### src/hw/sra_params.svh
// Constants for the set-all-ones execution block
`ifndef SRA_PARAMS_SVH
`define SRA_PARAMS_SVH
`define SRA_OPC_MASK 16'hFE00
`define SRA_OPC_VAL 16'h6800
`define SRA_ABIT_POS 8
`define SRA_ALL_ONES 8'hFF
`define SRA_DATA_IDLE 8'h00
`define SRA_IDX_LIMIT 8'h5F
`define SRA_ACC_SPLIT 8'h60
`define SRA_ACC_LO_BANK 4'h0
`define SRA_ACC_HI_BANK 4'hF
`define SRA_ADDR_RST 12'h000
`define SRA_CLK_HZ 20000000
`define SRA_Q_PER_CYCLE 4
`endif

### src/hw/sra_pkg.sv
// Types for the set-all-ones execution block
package sra_pkg;
   typedef enum logic [1:0] {
      SRA_Q1 = 2'b00,
      SRA_Q2 = 2'b01,
      SRA_Q3 = 2'b10,
      SRA_Q4 = 2'b11
   } sra_qph_t;

   typedef enum logic [1:0] {
      SRA_MODE_ACCESS = 2'b00,
      SRA_MODE_BANKED = 2'b01,
      SRA_MODE_INDEXED = 2'b10
   } sra_mode_t;

   typedef struct packed {
      logic re;
      logic we;
      logic [11:0] addr;
      logic [7:0] data;
   } sra_mem_req_t;
endpackage : sra_pkg

### src/hw/sra_set_all_ones_exec.sv
// Execution of the set-all-ones register instruction with bank and indexed addressing
//
// Functional notes
// - Write FFh to the addressed register
// - Access bit 0: shared access bank, ignore bank_select_reg
// - Access bit 1: bank_select_reg plus operand address
// - Extended set, access 0, operand <=5Fh: indexed
`timescale 1ns/1ns
`default_nettype none
`include "sra_params.svh"

module sra_set_all_ones_exec #(
   parameter int ADDR_W = 12
) (
   input wire logic clk_sys,
   input wire logic nrst,
   input wire logic instr_valid,
   input wire logic [15:0] instr_word,
   input wire logic ext_set_en,
   input wire logic [3:0] bank_select_reg,
   input wire logic [ADDR_W-1:0] index_base,
   output logic cycle_q1,
   output logic instr_taken,
   output logic busy,
   output logic flags_hold,
   output sra_pkg::sra_mem_req_t mem_req
);

   ////////////////////////////////////////////////////////////////////////////
   // Address formation; the mode function is shared by logic and checks

   function automatic logic [ADDR_W-1:0] sra_addr_of(
      input logic [7:0] f,
      input logic abit,
      input logic ext,
      input logic [3:0] bank_sel,
      input logic [ADDR_W-1:0] base
   );
      logic [ADDR_W-1:0] a;
      a = '0;
      if (!abit && ext && (f <= `SRA_IDX_LIMIT)) begin
         // Offset from the index base; carry out of the top is dropped on purpose
         a = ADDR_W'(base + {{(ADDR_W-8){1'b0}}, f});
      end else if (!abit) begin
         // Access bank below 60h is bank 0, from 60h up the top bank
         a = (f < `SRA_ACC_SPLIT) ? ADDR_W'({`SRA_ACC_LO_BANK, f})
                                  : ADDR_W'({`SRA_ACC_HI_BANK, f});
      end else begin
         a = ADDR_W'({bank_sel, f});
      end
      return a;
   endfunction : sra_addr_of

   function automatic sra_pkg::sra_mode_t sra_mode_of(
      input logic [7:0] f,
      input logic abit,
      input logic ext
   );
      sra_pkg::sra_mode_t m;
      m = sra_pkg::SRA_MODE_BANKED;
      if (!abit && ext && (f <= `SRA_IDX_LIMIT)) begin
         m = sra_pkg::SRA_MODE_INDEXED;
      end else if (!abit) begin
         m = sra_pkg::SRA_MODE_ACCESS;
      end
      return m;
   endfunction : sra_mode_of

   ////////////////////////////////////////////////////////////////////////////
   // Decode

   wire logic [7:0] opnd_f;
   wire logic acc_bit;
   wire logic opc_hit;
   wire logic [ADDR_W-1:0] tgt_addr;
   wire sra_pkg::sra_mode_t tgt_mode;
   wire logic take;

   assign opnd_f = instr_word[7:0];
   assign acc_bit = instr_word[`SRA_ABIT_POS];
   assign opc_hit = (instr_word & `SRA_OPC_MASK) == `SRA_OPC_VAL;
   assign tgt_addr = sra_addr_of(opnd_f, acc_bit, ext_set_en, bank_select_reg, index_base);
   assign tgt_mode = sra_mode_of(opnd_f, acc_bit, ext_set_en);

   ////////////////////////////////////////////////////////////////////////////
   // Instruction cycle phases and execution

   sra_pkg::sra_qph_t qph_r;
   sra_pkg::sra_qph_t qph_nxt;
   logic busy_r;
   logic busy_nxt;
   sra_pkg::sra_mode_t mode_r;
   sra_pkg::sra_mem_req_t req_r;
   sra_pkg::sra_mem_req_t req_nxt;

   // New words are only taken at Q1, so one instruction spans exactly Q1..Q4
   assign take = instr_valid && opc_hit && (qph_r == sra_pkg::SRA_Q1);

   always_comb begin
      unique case (qph_r)
         sra_pkg::SRA_Q1: qph_nxt = sra_pkg::SRA_Q2;
         sra_pkg::SRA_Q2: qph_nxt = sra_pkg::SRA_Q3;
         sra_pkg::SRA_Q3: qph_nxt = sra_pkg::SRA_Q4;
         sra_pkg::SRA_Q4: qph_nxt = sra_pkg::SRA_Q1;
      endcase
   end

   assign busy_nxt = take ? 1'b1 : ((qph_r == sra_pkg::SRA_Q4) ? 1'b0 : busy_r);

   always_comb begin
      req_nxt = req_r;
      req_nxt.re = take;
      // Write lands in Q4; previous contents play no part
      req_nxt.we = busy_r && (qph_r == sra_pkg::SRA_Q3);
      req_nxt.data = (busy_r && (qph_r == sra_pkg::SRA_Q3)) ? `SRA_ALL_ONES
                                                            : `SRA_DATA_IDLE;
      if (take) begin
         req_nxt.addr = tgt_addr;
      end
   end

   always_ff @(posedge clk_sys) begin
      if (!nrst) begin
         qph_r <= sra_pkg::SRA_Q1;
         busy_r <= 1'b0;
         mode_r <= sra_pkg::SRA_MODE_BANKED;
         req_r <= '{re: 1'b0, we: 1'b0, addr: `SRA_ADDR_RST, data: `SRA_DATA_IDLE};
      end else begin
         qph_r <= qph_nxt;
         busy_r <= busy_nxt;
         mode_r <= take ? tgt_mode : mode_r;
         req_r <= req_nxt;
      end
   end

   assign cycle_q1 = (qph_r == sra_pkg::SRA_Q1);
   assign instr_taken = take;
   assign busy = busy_r;
   // Status flags are frozen from Q2 through Q4 of the instruction cycle
   assign flags_hold = busy_r;
   assign mem_req = req_r;
endmodule : sra_set_all_ones_exec

`default_nettype wire

### config.mk
export PLATFORM = sky130hd
export DESIGN_NAME = sra_set_all_ones_exec
export DESIGN_NICKNAME = d
export VERILOG_FILES = /design/src/hw/sra_pkg.sv /design/src/hw/sra_set_all_ones_exec.sv
export VERILOG_INCLUDE_DIRS = /design/src /design/src/hw
export SDC_FILE = /design/constraint.sdc
export NUM_CORES = 1
export LEC_CHECK = 0
export ABC_AREA = 1
export BUFFER_PORTS_ARGS = -buffer_cell sky130_fd_sc_hd__buf_2
export CORE_ASPECT_RATIO = 1.4
export CORE_UTILIZATION = 40
export CTS_CLUSTER_DIAMETER = 50
export DETAILED_ROUTE_END_ITERATION = 8
export PLACE_DENSITY_LB_ADDON = 0.08
export SETUP_SLACK_MARGIN = 0.3
export SLEW_MARGIN = 15
export SYNTH_ARGS = -nofsm -noshare
export SYNTH_HDL_FRONTEND = slang
export SYNTH_SLANG_ARGS = --single-unit
### constraint.sdc
create_clock -name clk_sys -period 3.94 [get_ports clk_sys]
set_input_delay 0.788 -clock clk_sys [delete_from_list [all_inputs] [get_ports clk_sys]]
set_output_delay 0.788 -clock clk_sys [all_outputs]
set_load 0.05 [all_outputs]
## Word level (Yosys, flattened, before mapping)

Index checks and enable logic that the tools add are counted.

| cells by class | value |
|---|---|
| reductions and logical operators | 8 |
| order comparisons | 2 |
| add/sub/neg operators | 1 |
| multiplexer cells | 7 |
| eq/ne operators | 4 |

Operator list:

| cell | count |
|---|---|
| 12-bit 2-to-1 mux | 3 |
| 12-bit by 8-bit adder with 12-bit output | 1 |
| 8-bit by 7-bit <= comparator with 1-bit output (second input constant) | 1 |
| 8-bit by 7-bit less-than comparator with 1-bit output (second input constant) | 1 |
| 8-bit 2-to-1 mux | 1 |
| 2-bit case mux with 4 select lines | 1 |
| 7-bit by 6-bit == test with 1-bit output (second input constant) | 1 |
| 1-bit logical AND | 5 |
| 2-bit == test (second input constant) | 2 |
| 2-bit by 1-bit == test with 1-bit output (second input constant) | 1 |
| 2-bit zero test | 1 |
| 1-bit 2-to-1 mux | 2 |
| 2-bit nonzero test | 1 |
| 1-bit zero test | 1 |

| storage, ports and cells | value |
|---|---|
| output and inout bits | 26 |
| logic and storage cells | 28 |
| register bits | 25 |
| bits of input ports | 36 |

## Longest topological paths before layout

| depth | value |
|---|---|
| depth in word-level cells | 4 |
| mapped depth | 10 |

## Worst setup path before layout

Ideal clock, no wire load.

| path | value |
|---|---|
| kind | input-to-output |
| from | input port instr_valid |
| to | output port instr_taken |
| stages on the path | 5 |
| arrival time | 1.418 ns |
| data required time | 3.152 ns |
| buffers on the path | 1 |
| slack | 1.734 ns |
| path through | nand2_1 > nor2_1 > nand4_4 > inv_2 > buf_6 |

| between the ends | value |
|---|---|
| word-level cells in the longest chain between the ends | 2 |

Ends and longest elaborated chain:

| item | line | RTL |
|---|---|---|
| from (decl) | sra_set_all_ones_exec.sv:17 | `input wire logic instr_valid,` |
| 1-bit logical AND (2 in series) | sra_set_all_ones_exec.sv:97 | `assign take = instr_valid && opc_hit && (qph_r == sra_pkg::SRA_Q1);` |
| to (decl) | sra_set_all_ones_exec.sv:23 | `output logic instr_taken,` |

Every way passes these cells.

## Worst setup path after layout

| path | value |
|---|---|
| from | input port instr_word[9] |
| to | output port instr_taken |

| between the ends | value |
|---|---|
| word-level cells in the longest chain between the ends | 3 |

Ends and longest elaborated chain:

| item | line | RTL |
|---|---|---|
| from (decl) | sra_set_all_ones_exec.sv:18 | `input wire logic [15:0] instr_word,` |
| 7-bit by 6-bit == test with 1-bit output (no source line) | n/a |  |
| 1-bit logical AND (2 in series) | sra_set_all_ones_exec.sv:97 |  |

Every way passes these cells.

==> impl_metrics.toml <==
[synthesis]
yosysWarnings = 0
ys_ff_latch = 17
synth.distinct_cells = 29
avgSynthCellArea_um2 = 6.59
seq_area_frac_synth = 0.240
netlist_area_mm2 = 0.00142
synth_cells = 215
synth_fp_nets = 263

[floorplan]
initial_core_util = 0.419
row_count = 25
core_mm2 = 0.00338
die_x_um = 52.3
die_h_um = 72.4
design.die.area_mm2 = 0.00379
ioPinCount = 62

[critical_path]
arrival_ns = 1.94
end_kind = "output port"
path_class = "in -> out"
cp_max_fo = 16
cp_cell_sequence = "buf_2 > nor3_4 > nand4_4 > inv_2 > buf_2"
cp-start-kind = "input port"
timing.critical_path.mode_cell = "buf_2"
slowest_stage = "buf_2"
slowest_delay_ns = 0.30
crit_required_ns = 3.15
rrSetupSlack_ns = 2.48

[sta]
slew_violations = 0
setup_viol = 0
relSlewSlack = 0.707
clock_skew_ns = 0.00227
hold_viol_final = 0
finalWorstSetupSlack_ns = 1.21
rsz0062_at_grt = "false"
fin_crit_sh = 0.692
whs_ns = 0.470
clock.fmax_ghz = 0.367
worst_pin_slew_ns = 0.438
setup_tns_ns = 0
fin_crit_ns = 2.73

[power]
totalPowerFinal_mw = 0.466
p_clk_frac = 0.273
power.leakage_nw = 0.992
power_frac_seq = 0.394
p_switching_mw = 0.159
p_comb_frac = 0.334
max-vdd-ir-drop_mv = 0.187
intPower_mw = 0.307
swShare = 0.341
power_density_mw_per_mm2 = 270

[layout]
nNetsFinal = 317
antennaDiodeCount = 0
instances_no_fill = 308
drive_gt1_frac = 0.272
areaGrowthSynthToFinish_pct = 22.1

[route]
detail-route-antenna-nets = 0
num_vias = 1470
drc = 0
drt-total-wl_um = 3410
wire_per_inst_um = 11.1
viasPerCell = 4.77
drt_iter0_drc = 28
drtPass1Iterations = 4

[global_routing]
grt_pass1_vias = 1401
busiest_layer = "met2"
grt_max_degree = 17
grt_overflow_total = 0
met3_usage = 0.0189
grt_usage = 0.206
antenna_found_initial = 0
grt.met2_usage = 0.374
grt_pass1_wl_um = 6000
globalRouteMet1Util = 0.243

[clock_tree]
postCtsHoldBufs = 0
cts_buffers = 3
cts_sinks = 17
clk_path_buf_depth = 2
cts_tree = "done"
cts_root_buffer = "clkbuf_8"
cts.clk_slew.worst_paths_ns = 0.06
clk_latency_ns = 0.25
cts-resized-gates = 0
cts_htree_levels = 1
cts_setup_buffers = 0

[place]
place.port_buffers = 61
preCtsSetupSlack_ns = 1.22
dp_cells = 304
hpwl_um = 2870
gp_congestion = 0.862

[worst_hold_path]
holdCritPathClass = "reg -> reg"

[flow_run]
drv_cap = 0

[run_status]
status = "finished clean"
## cell type report
cell class                 instances  area, um^2
sequential                        17         340
tap                               40        50.0
inverter                          28         105
multi-input combinational        158         883
timing repair buffer              61         305
fill                             402        1650
clock buffer                       4        45.0
## worst paths after layout
check | cells after the start | endpoint | from
hold / removal | 2 | mem_req[6] | busy
setup reg to reg | 6 | mem_req[18] | qph_r[0]
setup / recovery | 5 | instr_taken | instr_word[9]
hold reg to reg | 2 | mem_req[6] | busy
## cells in the mapped netlist (all sizes together)
cell type   n  share of area
nand3b      2          0.011
xor2        3          0.019
o22ai       1         0.0044
xnor2       1         0.0062
nor3        2          0.023
a21o        2          0.016
nand4       4          0.028
fa          1          0.014
buf        12          0.062
nor2       24          0.071
inv        28          0.074
a21oi      21          0.074
a211oi      1         0.0053
nand3      13          0.049
ha         11          0.097
dfxtp      17           0.24
o21ai      15          0.053
nand2      57           0.15
## per-layer routing
metal / wire length, um / part of all wire / vias up
li1: - / - / 797
met1: 1440 / 0.42 / 637
met2: 1800 / 0.53 / 32
met3: 120 / 0.035 / 4
met4: 44 / 0.013 / 0
met5: 0 / 0 / -
## per-stage QoR
step	instance area, um^2	util
2_1_floorplan	1420	-
3_3_place_gp	1680	0.499
3_5_place_dp	1680	0.499
4_1_cts	1730	0.512
5_1_grt	1730	0.512
6_report	1730	0.512
## power by group through the flow
stage	registers [mW]	logic [mW]	clock network, mW
final	0.184	0.156	0.127
after detailed placement	0.187	0.157	0
after floorplan	0.188	0.111	0
after CTS	0.184	0.158	0.130
after global routing	0.185	0.178	0.140
after global placement	0.187	0.156	0
## cells in the final DEF (no fill, tap or decap), types with 2 or more instances in the layout
| cell | count |
|---|---|
| dfxtp_1 | 17 |
| clkbuf_8 | 3 |
| ha_1 | 11 |
| buf_2 | 61 |
| a21oi_1 | 21 |
| xor2_1 | 3 |
| o21ai_1 | 10 |
| nor2_1 | 22 |
| nand4_1 | 3 |
| nand3b_1 | 2 |
| nand2_1 | 56 |
| inv_1 | 27 |
| nand3_1 | 12 |
| o21ai_0 | 5 |
| nor3_4 | 2 |
## worst max-delay path, delay by kind of cell
family,cells,cell delay (ns)
buffers and inverters,3,0.68
and+or+nand+nor,2,0.46
## sequential cells by signal, summed over array words and instances, names as in the netlist
| signal | count |
|---|---|
| busy | 1 |
| qph_r | 2 |
| mem_req | 14 |
## logic make-up (layout without fill, tap and decap cells)
| logic type | after synthesis | after routing | share of synthesized area |
|---|---|---|---|
| compound gates | 40 | 40 | 0.153 |
| xor+xnor | 4 | 4 | 0.0247 |
| fa+ha+maj | 12 | 12 | 0.111 |
| buf+inv | 40 | 93 | 0.136 |
| flops | 17 | 17 | 0.240 |
| simple gates | 102 | 102 | 0.335 |
(Power assumes the default switching activity.)
